===== config.mk =====
export PLATFORM = sky130hd
export DESIGN_NAME = ltq_trigger
export DESIGN_NICKNAME = d
export VERILOG_FILES = /design/src/rtl/ltq_pkg.sv /design/src/rtl/ltq_trigger.sv /design/src/rtl/ltq_sync.sv /design/src/rtl/ltq_logic_fn.sv
export SDC_FILE = /design/constraint.sdc
export NUM_CORES = 1
export LEC_CHECK = 0
export ABC_AREA = 1
export ABC_CLOCK_PERIOD_IN_PS = 5210
export BUFFER_PORTS_ARGS = -buffer_cell sky130_fd_sc_hd__buf_2
export CAP_MARGIN = 20
export CORE_UTILIZATION = 55
export CTS_CLUSTER_DIAMETER = 60
export DETAILED_ROUTE_END_ITERATION = 10
export MAX_ROUTING_LAYER = met4
export PLACE_DENSITY = 0.69
export SETUP_SLACK_MARGIN = 0.5
export SLEW_MARGIN = 20
export SYNTH_ARGS = -nofsm -noshare
export SYNTH_HDL_FRONTEND = slang
export SYNTH_SLANG_ARGS = --single-unit

===== constraint.sdc =====
create_clock -name I_CLK_SYS -period 5.21 [get_ports I_CLK_SYS]
set_input_delay 0.2605 -clock I_CLK_SYS [delete_from_list [all_inputs] [get_ports I_CLK_SYS]]
set_output_delay 0.2605 -clock I_CLK_SYS [all_outputs]
set_load 0.005 [all_outputs]

===== src/rtl/ltq_pkg.sv =====
// Constants, register map and types of the logic trigger qualifier.
// Assumes one system clock and software on a plain strobe register port.
//
// Contract
// RL1: Auto mode starts an acquisition after a timebase-derived timeout without trigger.
// RL2: Normal mode starts an acquisition only on a valid trigger decision.
// RL3: Holdoff is a percentage; evaluation is suppressed until its period ends.
// RL4: Pattern class combines all four inputs, no clock input involved.
// RL5: Each pattern input holds an independent high, low or ignore precondition.
// RL6: Pattern class applies one selectable AND, OR, NAND or NOR function.
// RL7: Shorter-than qualifier triggers only if true time was below the limit.
// RL8: Longer-than qualifier triggers only if true time was above the limit.
// RL9: Timed pattern waits for true, times it, stops when it goes false.
// RL10: Timed trigger is placed where the function went false, not at the limit.
// RL11: State class waits for the selected input-four edge, then evaluates inputs one-three.
// RL12: State class triggers only when the sampled result matches the selected polarity.
// RL13: State inputs one-three take high, low or ignore; clock edge rising or falling.
// RL14: State class applies one selectable AND, OR, NAND or NOR to three inputs.
// RL15: Untimed pattern fires when the function goes true, or false if selected.
// RL16: Pattern class samples all inputs when holdoff ends, then evaluates.
// RL17: State class samples non-clock inputs at the qualifying edge, then decides.
// RL18: AND all hold, NAND not all, OR any, NOR none; ignored inputs excluded.

package ltq_pkg;

  // ----------------------------------------
  // Register map, byte addresses
  // ----------------------------------------
  localparam logic [7:0] LTQ_OFF_CTRL    = 8'h00;
  localparam logic [7:0] LTQ_OFF_PRECOND = 8'h04;
  localparam logic [7:0] LTQ_OFF_LIMIT   = 8'h08;
  localparam logic [7:0] LTQ_OFF_HOLDOFF = 8'h0c;
  localparam logic [7:0] LTQ_OFF_TBASE   = 8'h10;
  localparam logic [7:0] LTQ_OFF_STATUS  = 8'h14;
  localparam logic [7:0] LTQ_OFF_MASK    = 8'h18;
  localparam logic [7:0] LTQ_OFF_STATE   = 8'h1c;

  // ----------------------------------------
  // Control field positions
  // ----------------------------------------
  localparam int LTQ_CTRL_EN      = 0;
  localparam int LTQ_CTRL_CLASS   = 1;
  localparam int LTQ_CTRL_FN_LO   = 2;
  localparam int LTQ_CTRL_WHEN_LO = 4;
  localparam int LTQ_CTRL_NORMAL  = 6;
  localparam int LTQ_CTRL_FALLING = 7;

  // Status bits
  localparam int LTQ_ST_TRIG = 0;
  localparam int LTQ_ST_AUTO = 1;

  // ----------------------------------------
  // Reset values and derived counts
  // ----------------------------------------
  localparam logic [7:0]  LTQ_RST_PRECOND = 8'h00;
  localparam logic [31:0] LTQ_RST_LIMIT   = 32'h0000_0064;
  localparam logic [6:0]  LTQ_RST_HOLDOFF = 7'h00;
  localparam logic [23:0] LTQ_RST_TBASE   = 24'h00_0064;
  // Auto timeout spans this many timebase units (one record)
  localparam logic [31:0] LTQ_AUTO_UNITS  = 32'h0000_000a;
  localparam logic [31:0] LTQ_CNT_MAX     = 32'hffff_ffff;

  // ----------------------------------------
  // Types
  // ----------------------------------------
  typedef enum logic [1:0] {
    LTQ_PRE_X = 2'h0, LTQ_PRE_H = 2'h1, LTQ_PRE_L = 2'h2, LTQ_PRE_R = 2'h3
  } ltq_pre_t;

  typedef enum logic [1:0] {
    LTQ_FN_AND = 2'h0, LTQ_FN_OR = 2'h1, LTQ_FN_NAND = 2'h2, LTQ_FN_NOR = 2'h3
  } ltq_fn_t;

  typedef enum logic [1:0] {
    LTQ_WHEN_TRUE = 2'h0, LTQ_WHEN_FALSE = 2'h1, LTQ_WHEN_LESS = 2'h2, LTQ_WHEN_MORE = 2'h3
  } ltq_when_t;

  // Gray along idle, holdoff, armed, timing
  typedef enum logic [1:0] {
    LTQ_S_IDLE = 2'h0, LTQ_S_HOLD = 2'h1, LTQ_S_ARMED = 2'h3, LTQ_S_TIMING = 2'h2
  } ltq_state_t;

endpackage


===== src/rtl/ltq_trigger.sv =====
// Logic trigger qualifier top: pattern and state classes, holdoff,
// auto or normal acquisition, register port and interrupt.
// Assumes thresholded asynchronous inputs and a strobe-style register master.
//
// The implementer's own choices: the plain strobed port and the register addresses.
`timescale 1ns/1ps
`default_nettype none

module ltq_trigger (
  input  wire logic        I_CLK_SYS,
  input  wire logic        I_RSTN,
  input  wire logic        I_INPUT_ONE,
  input  wire logic        I_INPUT_TWO,
  input  wire logic        I_INPUT_THREE,
  input  wire logic        I_INPUT_FOUR_CLOCK,
  input  wire logic [7:0]  I_ADDR,
  input  wire logic [31:0] I_WDATA,
  input  wire logic        I_WR,
  input  wire logic        I_RD,
  output logic [31:0]      O_RDATA,
  output logic             O_TRIGGER,
  output logic             O_ACQ_START,
  output logic             O_ARMED,
  output logic             O_IRQ
);
  import ltq_pkg::*;

  // ----------------------------------------
  // State
  // ----------------------------------------
  typedef struct packed {
    // Configuration written by software
    logic       en;
    logic       cls_state;
    ltq_fn_t    fn;
    ltq_when_t  when;
    logic       normal;
    logic       falling;
    logic [7:0] pre;
    logic [31:0] limit;
    logic [6:0] holdoff;
    logic [23:0] tbase;
    logic [1:0] status;
    logic [1:0] mask;
    // Sequencing
    ltq_state_t fsm;
    logic [31:0] cnt;
    logic [31:0] auto_cnt;
    logic       prev_fn;
    logic       prev_clk;
    // Registered outputs
    logic [31:0] rdata;
    logic       trig;
    logic       acq;
    logic       armed;
    logic       irq;
  } ltq_regs_t;

  ltq_regs_t r_reg;
  ltq_regs_t r_next;

  logic [3:0]  in_sync;
  logic        fn_pat;
  logic        fn_st;
  logic [7:0]  pre_st;
  logic [31:0] hold_cycles;
  logic [31:0] timeout_cycles;
  logic        clk_edge;
  logic        want_true;
  logic        fire;
  logic        auto_go;
  logic [1:0]  events;
  logic [1:0]  clr;

  // ----------------------------------------
  // Input synchronisers
  // ----------------------------------------
  ltq_sync #(
    .WIDTH (4)
  ) u_sync (
    .i_clk   (I_CLK_SYS),
    .i_rstn  (I_RSTN),
    .i_async ({I_INPUT_FOUR_CLOCK, I_INPUT_THREE, I_INPUT_TWO, I_INPUT_ONE}),
    .o_sync  (in_sync)
  );

  // ----------------------------------------
  // Combining functions
  // ----------------------------------------
  // Pattern class sees all four inputs
  ltq_logic_fn #(
    .N (4)
  ) u_fn_pat (
    .i_data   (in_sync),
    .i_pre    (r_reg.pre),
    .i_fn     (r_reg.fn),
    .o_result (fn_pat)
  ); // RL4 RL5 RL6

  // State class: input four is the clock, forced to ignore
  assign pre_st = {LTQ_PRE_X, r_reg.pre[5:0]};

  ltq_logic_fn #(
    .N (4)
  ) u_fn_st (
    .i_data   (in_sync),
    .i_pre    (pre_st),
    .i_fn     (r_reg.fn),
    .o_result (fn_st)
  ); // RL13 RL14

  // ----------------------------------------
  // Derived periods
  // ----------------------------------------
  // Holdoff unit is one timebase step per percent
  // Both products fit in 32 bits for every holdoff and timebase setting
  assign hold_cycles    = 32'(r_reg.holdoff) * 32'(r_reg.tbase); // RL3
  assign timeout_cycles = 32'(r_reg.tbase) * LTQ_AUTO_UNITS; // RL1

  // Edge taken on the synchronised copy, so state decisions lag the pin
  assign clk_edge  = r_reg.falling ? (r_reg.prev_clk && !in_sync[3])
                                   : (!r_reg.prev_clk && in_sync[3]); // RL11 RL13
  assign want_true = (r_reg.when != LTQ_WHEN_FALSE);

  // ----------------------------------------
  // Next state
  // ----------------------------------------
  always_comb begin
    r_next       = r_reg;
    r_next.trig  = 1'b0;
    r_next.acq   = 1'b0;
    r_next.rdata = 32'h0000_0000;
    fire         = 1'b0;
    auto_go      = 1'b0;
    events       = 2'h0;
    clr          = 2'h0;
    r_next.prev_clk = in_sync[3];

    // ----------------------------------------
    // Register writes
    // ----------------------------------------
    if (I_WR) begin
      case (I_ADDR)
        LTQ_OFF_CTRL: begin
          r_next.en        = I_WDATA[LTQ_CTRL_EN];
          r_next.cls_state = I_WDATA[LTQ_CTRL_CLASS];
          r_next.fn        = ltq_fn_t'(I_WDATA[LTQ_CTRL_FN_LO +: 2]);
          r_next.when      = ltq_when_t'(I_WDATA[LTQ_CTRL_WHEN_LO +: 2]);
          r_next.normal    = I_WDATA[LTQ_CTRL_NORMAL];
          r_next.falling   = I_WDATA[LTQ_CTRL_FALLING];
        end
        LTQ_OFF_PRECOND: r_next.pre     = I_WDATA[7:0]; // RL5
        LTQ_OFF_LIMIT:   r_next.limit   = I_WDATA;
        LTQ_OFF_HOLDOFF: r_next.holdoff = I_WDATA[6:0]; // RL3
        LTQ_OFF_TBASE:   r_next.tbase   = I_WDATA[23:0];
        LTQ_OFF_STATUS:  clr            = I_WDATA[1:0];
        LTQ_OFF_MASK:    r_next.mask    = I_WDATA[1:0];
        // State offset is read-only and falls to default
        default: ;
      endcase
    end

    // ----------------------------------------
    // Register reads, data in the following cycle
    // ----------------------------------------
    if (I_RD) begin
      case (I_ADDR)
        LTQ_OFF_CTRL: r_next.rdata = {24'h00_0000, r_reg.falling, r_reg.normal,
                                      r_reg.when, r_reg.fn, r_reg.cls_state, r_reg.en};
        LTQ_OFF_PRECOND: r_next.rdata = {24'h00_0000, r_reg.pre};
        LTQ_OFF_LIMIT:   r_next.rdata = r_reg.limit;
        LTQ_OFF_HOLDOFF: r_next.rdata = {25'h000_0000, r_reg.holdoff};
        LTQ_OFF_TBASE:   r_next.rdata = {8'h00, r_reg.tbase};
        LTQ_OFF_STATUS:  r_next.rdata = {30'h0000_0000, r_reg.status};
        LTQ_OFF_MASK:    r_next.rdata = {30'h0000_0000, r_reg.mask};
        LTQ_OFF_STATE:   r_next.rdata = {24'h00_0000, in_sync, fn_st, fn_pat, r_reg.fsm};
        default:         r_next.rdata = 32'h0000_0000;
      endcase
    end

    // ----------------------------------------
    // Trigger sequencing
    // ----------------------------------------
    case (r_reg.fsm)
      LTQ_S_IDLE: begin
        // Leaving idle always passes through holdoff first
        if (r_reg.en) begin
          r_next.fsm = LTQ_S_HOLD;
          r_next.cnt = hold_cycles;
        end
      end
      LTQ_S_HOLD: begin
        // Nothing is evaluated until holdoff runs out
        if (r_reg.cnt == 32'h0000_0000) begin // RL3
          r_next.fsm      = LTQ_S_ARMED;
          r_next.auto_cnt = timeout_cycles;
          r_next.prev_fn  = fn_pat; // RL16
        end else begin
          r_next.cnt = r_reg.cnt - 32'h0000_0001;
        end
      end
      LTQ_S_ARMED: begin
        r_next.prev_fn = fn_pat;
        if (r_reg.cls_state) begin
          // Inputs one-three sampled only at the qualifying edge
          if (clk_edge && (fn_st == want_true)) begin // RL11 RL12 RL17
            fire = 1'b1;
          end
        end else if (r_reg.when == LTQ_WHEN_TRUE) begin
          fire = fn_pat && !r_reg.prev_fn; // RL15
        end else if (r_reg.when == LTQ_WHEN_FALSE) begin
          fire = !fn_pat && r_reg.prev_fn; // RL15
        end else if (fn_pat && !r_reg.prev_fn) begin
          // Timed qualifiers count from the first true cycle
          r_next.fsm = LTQ_S_TIMING; // RL9
          r_next.cnt = 32'h0000_0001;
        end
      end
      LTQ_S_TIMING: begin
        r_next.prev_fn = fn_pat;
        // Count saturates so a very long true time still reads as longer
        if (fn_pat) begin
          if (r_reg.cnt != LTQ_CNT_MAX) begin
            r_next.cnt = r_reg.cnt + 32'h0000_0001; // RL9
          end
        end else begin
          // Decision made only once the function falls, never at the limit
          if (r_reg.when == LTQ_WHEN_LESS) begin
            fire = (r_reg.cnt < r_reg.limit); // RL7 RL10
          end else begin
            fire = (r_reg.cnt > r_reg.limit); // RL8 RL10
          end
          r_next.fsm = LTQ_S_ARMED;
        end
      end
      default: r_next.fsm = LTQ_S_IDLE;
    endcase

    // ----------------------------------------
    // Auto timeout runs while waiting for a decision
    // ----------------------------------------
    if ((r_reg.fsm == LTQ_S_ARMED) || (r_reg.fsm == LTQ_S_TIMING)) begin
      if (r_reg.auto_cnt != 32'h0000_0000) begin
        r_next.auto_cnt = r_reg.auto_cnt - 32'h0000_0001;
      end else if (!r_reg.normal && !fire) begin
        auto_go = 1'b1; // RL1 RL2
      end
    end

    // ----------------------------------------
    // Acquisition start
    // ----------------------------------------
    // Either source restarts holdoff, so starts never overlap
    if (fire || auto_go) begin
      r_next.acq = 1'b1; // RL2
      r_next.trig = fire;
      r_next.fsm = LTQ_S_HOLD;
      r_next.cnt = hold_cycles;
    end
    events = {auto_go, fire};

    // Disable wins over sequencing; a pulse decided now still goes out
    if (!r_next.en) begin
      r_next.fsm = LTQ_S_IDLE;
    end
    r_next.armed = (r_next.fsm == LTQ_S_ARMED) || (r_next.fsm == LTQ_S_TIMING);

    // ----------------------------------------
    // Status and interrupt
    // ----------------------------------------
    // New event wins over a simultaneous clear
    r_next.status = (r_reg.status & ~clr) | events;
    r_next.irq    = |(r_next.status & r_next.mask);
  end

  // ----------------------------------------
  // Registers
  // ----------------------------------------
  always_ff @(posedge I_CLK_SYS or negedge I_RSTN) begin
    if (!I_RSTN) begin
      r_reg          <= '0;
      // Fields reset from named constants; only limit and timebase are not zero
      r_reg.pre      <= LTQ_RST_PRECOND;
      r_reg.limit    <= LTQ_RST_LIMIT;
      r_reg.holdoff  <= LTQ_RST_HOLDOFF;
      r_reg.tbase    <= LTQ_RST_TBASE;
      r_reg.fsm      <= LTQ_S_IDLE;
    end else begin
      r_reg <= r_next;
    end
  end

  // ----------------------------------------
  // Outputs, straight from the state register
  // ----------------------------------------
  assign O_RDATA     = r_reg.rdata;
  assign O_TRIGGER   = r_reg.trig;
  assign O_ACQ_START = r_reg.acq;
  assign O_ARMED     = r_reg.armed;
  assign O_IRQ       = r_reg.irq;

endmodule

`default_nettype wire


===== src/rtl/ltq_sync.sv =====
// Two-stage synchroniser, one per input bit.
// Assumes inputs come from outside the system clock domain.
`timescale 1ns/1ps
`default_nettype none

module ltq_sync #(
  parameter int WIDTH = 4
) (
  input  wire logic             i_clk,
  input  wire logic             i_rstn,
  input  wire logic [WIDTH-1:0] i_async,
  output var  logic [WIDTH-1:0] o_sync
);

  logic [WIDTH-1:0] meta_reg;

  // ----------------------------------------
  // Per-bit double flop
  // ----------------------------------------
  for (genvar g = 0; g < WIDTH; g++) begin : g_bit
    always_ff @(posedge i_clk or negedge i_rstn) begin
      if (!i_rstn) begin
        meta_reg[g] <= 1'b0;
        o_sync[g]   <= 1'b0;
      end else begin
        meta_reg[g] <= i_async[g];
        o_sync[g]   <= meta_reg[g];
      end
    end
  end

endmodule

`default_nettype wire


===== src/rtl/ltq_logic_fn.sv =====
// Precondition check and combining function over the logic inputs.
// Assumes synchronised inputs; purely combinational.
`timescale 1ns/1ps
`default_nettype none

module ltq_logic_fn #(
  parameter int N = 4
) (
  input  wire logic [N-1:0]     i_data,
  input  wire logic [2*N-1:0]   i_pre,
  input  wire ltq_pkg::ltq_fn_t i_fn,
  output logic                  o_result
);
  import ltq_pkg::*;

  logic [N-1:0] hit;
  logic [N-1:0] care;
  logic         all_hold;
  logic         any_hold;

  // ----------------------------------------
  // Per-input precondition
  // ----------------------------------------
  for (genvar g = 0; g < N; g++) begin : g_in
    always_comb begin
      care[g] = (i_pre[2*g +: 2] == LTQ_PRE_H) || (i_pre[2*g +: 2] == LTQ_PRE_L);
      hit[g]  = ((i_pre[2*g +: 2] == LTQ_PRE_H) &&  i_data[g]) ||
                ((i_pre[2*g +: 2] == LTQ_PRE_L) && !i_data[g]);
    end
  end

  // Ignored inputs count as holding for AND, absent for OR
  assign all_hold = &(hit | ~care); // RL18
  assign any_hold = |hit; // RL18

  always_comb begin
    case (i_fn)
      LTQ_FN_AND:  o_result = all_hold;
      LTQ_FN_OR:   o_result = any_hold;
      LTQ_FN_NAND: o_result = !all_hold;
      LTQ_FN_NOR:  o_result = !any_hold;
      default:     o_result = all_hold;
    endcase
  end

endmodule

`default_nettype wire


==> summary.md <==
| Metric | Value |
|---|---|
| Multi-input gate area in the final layout | `14,200 sq um` |
| HP Start | `I_WDATA[27]` |
| Row cnt | `71` |
| Max clock buf depth | `2` |
| Fin Setup TNS | `0 ns` |
| Routed WL per cell | `18.6 um` |
| RSZ-0062 raised after global routing | `yes` |
| Remaining global-route overflow | `0` |
| DP Area | `22,100 sq um` |
| Max-Cap Viols | `0` |
| Starting DRC count in detailed routing | `1,890` |
| Largest net degree at the start of global routing | `100` |
| Fmax | `0.208 GHz` |
| Tot Pwr | `0.00372 W` |
| Buffers on Ports | `83` |
| Worst slew pin tran | `1.17 ns` |
| HP Class | `in -> reg` |
| Status | `completed` |
| Most common cell after layout, fill and taps aside | `nand2_1` |
| Layout cells sized above 1 | `14.7%` |
| Die ar. | `39,300 sq um` |
| Post-synth EDFFs | `0` |
| Vias in the first global route | `20,134` |
| Final instance area | `24,300 sq um` |
| Non-filler cells, final | `3,830` |
| Reg2reg path depth | `27` |
| Post-synthesis cell area | `21,200 sq um` |
| Commonest non-fill, non-tap cells in the layout | `974 x nand2_1, 586 x inv_1, 182 x nor2_1, 179 x dfrtp_1, 146 x o21ai_0` |
| Critical path data required time | `5.64 ns` |
| Clk_lat worst skew | `0.50 ns` |
| Post-Synthesis Cells | `3,211` |
| Crit path time final | `4.82 ns` |
| Synth Register Bits | `195` |
| DR vias/cell | `5.55` |
| Top_reg_cell synth | `dfrtp_1` |
| Family with the most delay on the worst path | `adder cells` |
| CTS sink cnt | `195` |
| Placed cell count | `3,739` |
| Worst r2r dst | `r_reg[91]` |
| R2r startpoint | `r_reg[134]` |
| Initial Utilization | `56.0%` |
| Io pins | `84` |
| Drt pass-1 iters | `6` |
| Slew HR | `22.2%` |
| Core box area | `37,800 sq um` |
| Gr usage total | `37.4%` |
| Max FFs per register | `145` |
| First-pass GRT wire length | `109 mm` |
| TritonCTS clock tree | `built` |
| CTS clock-pin slew for the worst setup and hold paths | `0.09 ns` |
| Worst min-delay path endpoint | `r_reg[166]` |
| Storage element area | `4900 sq um` |
| WHS Path Cells | `3` |
| Remaining DRCs | `0` |
| Area grow syn2layout | `14.7%` |
| Yosys warnings | `0` |
| Setup-failing EPs final | `0` |
| CTS Root Cell | `clkbuf_16` |
| Arr. time, crit path | `5.25 ns` |
| Skew final | `0.0154 ns` |
| Slew Limit Fails | `0` |
| CP Class | `reg -> reg` |
| Element type at the critical path end | `flip-flop` |
| Distinct cells, synth | `55` |
| Mapped Avg Cell Area | `6.60 sq um` |
| Fin util | `64.3%` |
| Max FO, Critical Path | `7` |
| Peak per-stage delay on the critical path | `0.53 ns` |
| Asr flop ratio synth | `100%` |
| Worst R2R Setup Slack | `0.39 ns` |
| Final RePlAce weighted congestion | `0.999` |
| Post-synthesis sequential area ratio | `23.0%` |
| Peak supply drop | `0.000231 V` |
| Fill count | `3,488` |
| DP Wirelength | `53.3 mm` |
| Leak pwr | `14.5 nW` |
| Die X | `198 um` |
| Total Wirelength | `71.2 mm` |
| Vias | `21,258` |
| Fin crit share | `92.4%` |
| Fin nets | `3,629` |
| Startpoint class of the critical path | `flip-flop` |
| Final Hold Fails | `0` |
| Initial antenna violation count | `2` |
| TritonCTS Buffers | `17` |
| Syn_nets | `3,535` |
| Power per Cell Area | `153 nW/um^2` |
| Post-DRT Antenna Nets | `0` |
| Crit-path slowest cell | `fa_1` |
| Worst Path Buf+Inv | `7` |
| H-tree depth | `4` |
| Die Height | `198 um` |
| CP most frequent cell | `nand2_1` |
[how the worst max path moves through the flow]
stage / end / from / slack [ns] / cells after the start
finish: r_reg[91] / r_reg[134] / 0.39 / 27
global route: r_reg[98] / r_reg[134] / 0.17 / 26
CTS: r_reg[90] / r_reg[135] / 0.42 / 25
detailed placement: r_reg[97] / r_reg[137] / 0.10 / 25
global placement: r_reg[91] / r_reg[137] / 0.14 / 23
floorplan: r_reg[87] / r_reg[138] / 0.61 / 24
[area by class of cell]
class	count	area share (%)
Antenna cell	1	0.0103
Clock buffer	17	1.75
Clock inverter	15	0.756
Inverter	631	9.74
Multi-Input combinational cell	2254	58.6
Sequential cell	195	20.1
Tap cell	511	2.63
Timing Repair Buffer	206	6.42
[where the power goes]
| part | total, W | leakage, nW | internal [W] | switching, W |
|---|---|---|---|---|
| logic | 0.000720 | 11.6 | 0.000246 | 0.000474 |
| registers | 0.00163 | 2.60 | 0.00156 | 0.0000701 |
| clock network | 0.00137 | 0.288 | 0.000648 | 0.000726 |
| total | 0.00372 | 14.5 | 0.00245 | 0.00127 |
[Yosys cell counts (19+ instances only)]
cell type,number,share of area (%)
clkbuf_1,65,1.2
fa_1,111,10
xor2_1,27,1.1
nand3_1,136,3.2
dfrtp_1,189,22
o21ai_0,150,3.5
ha_1,165,9.7
a21oi_1,128,3.0
nor2_1,210,3.7
nand4_1,81,2.4
inv_1,623,11
buf_4,34,1.2
nor3_1,33,0.78
nand2_1,1050,19
o211ai_1,19,0.67
[per-stage QoR]
stage | setup slack [ns] | hold WS (ns)
floorplan | 0.609 | -0.0351
global placement | 0.141 | 0.333
detailed placement | 0.104 | 0.336
CTS | 0.423 | 0.00195
global route | 0.172 | 0.0258
finish | 0.394 | 0.0212
[routing by layer]
metal	global-route usage [%]	share of wire (%)
met5	-	0
met4	16.4	4.5
met3	4.39	7.4
met2	59.9	47
met1	47.5	41
[cells by family after synthesis]
| family | after synthesis | synth area share, % |
|---|---|---|
| simple gates | 1574 | 31.1 |
| flops | 195 | 23.0 |
| mux | 1 | 0.0472 |
| buf+inv | 762 | 14.4 |
| xor+xnor | 44 | 1.82 |
| fa+ha+maj | 276 | 20.2 |
| compound gates | 359 | 9.40 |
[what timing repair did]
| action | in CTS | in global routing |
|---|---|---|
| buffers inserted | 16 | 33 |
| pin swaps | 23 | 163 |
| resized for setup | 70 | 220 |
| endpoints found under the setup margin | 23 | 24 |
| hold buffers | 7 | 0 |
| cloned | 0 | 2 |
| hold endpoints to repair | 101 | 0 |
[worst min-delay path, delay by kind of cell]
kind | cells | cell delay (ns)
compound gates | 1 | 0.10
buf+inv | 1 | 0.08
simple gates | 1 | 0.03
(Power assumes the default switching activity.)
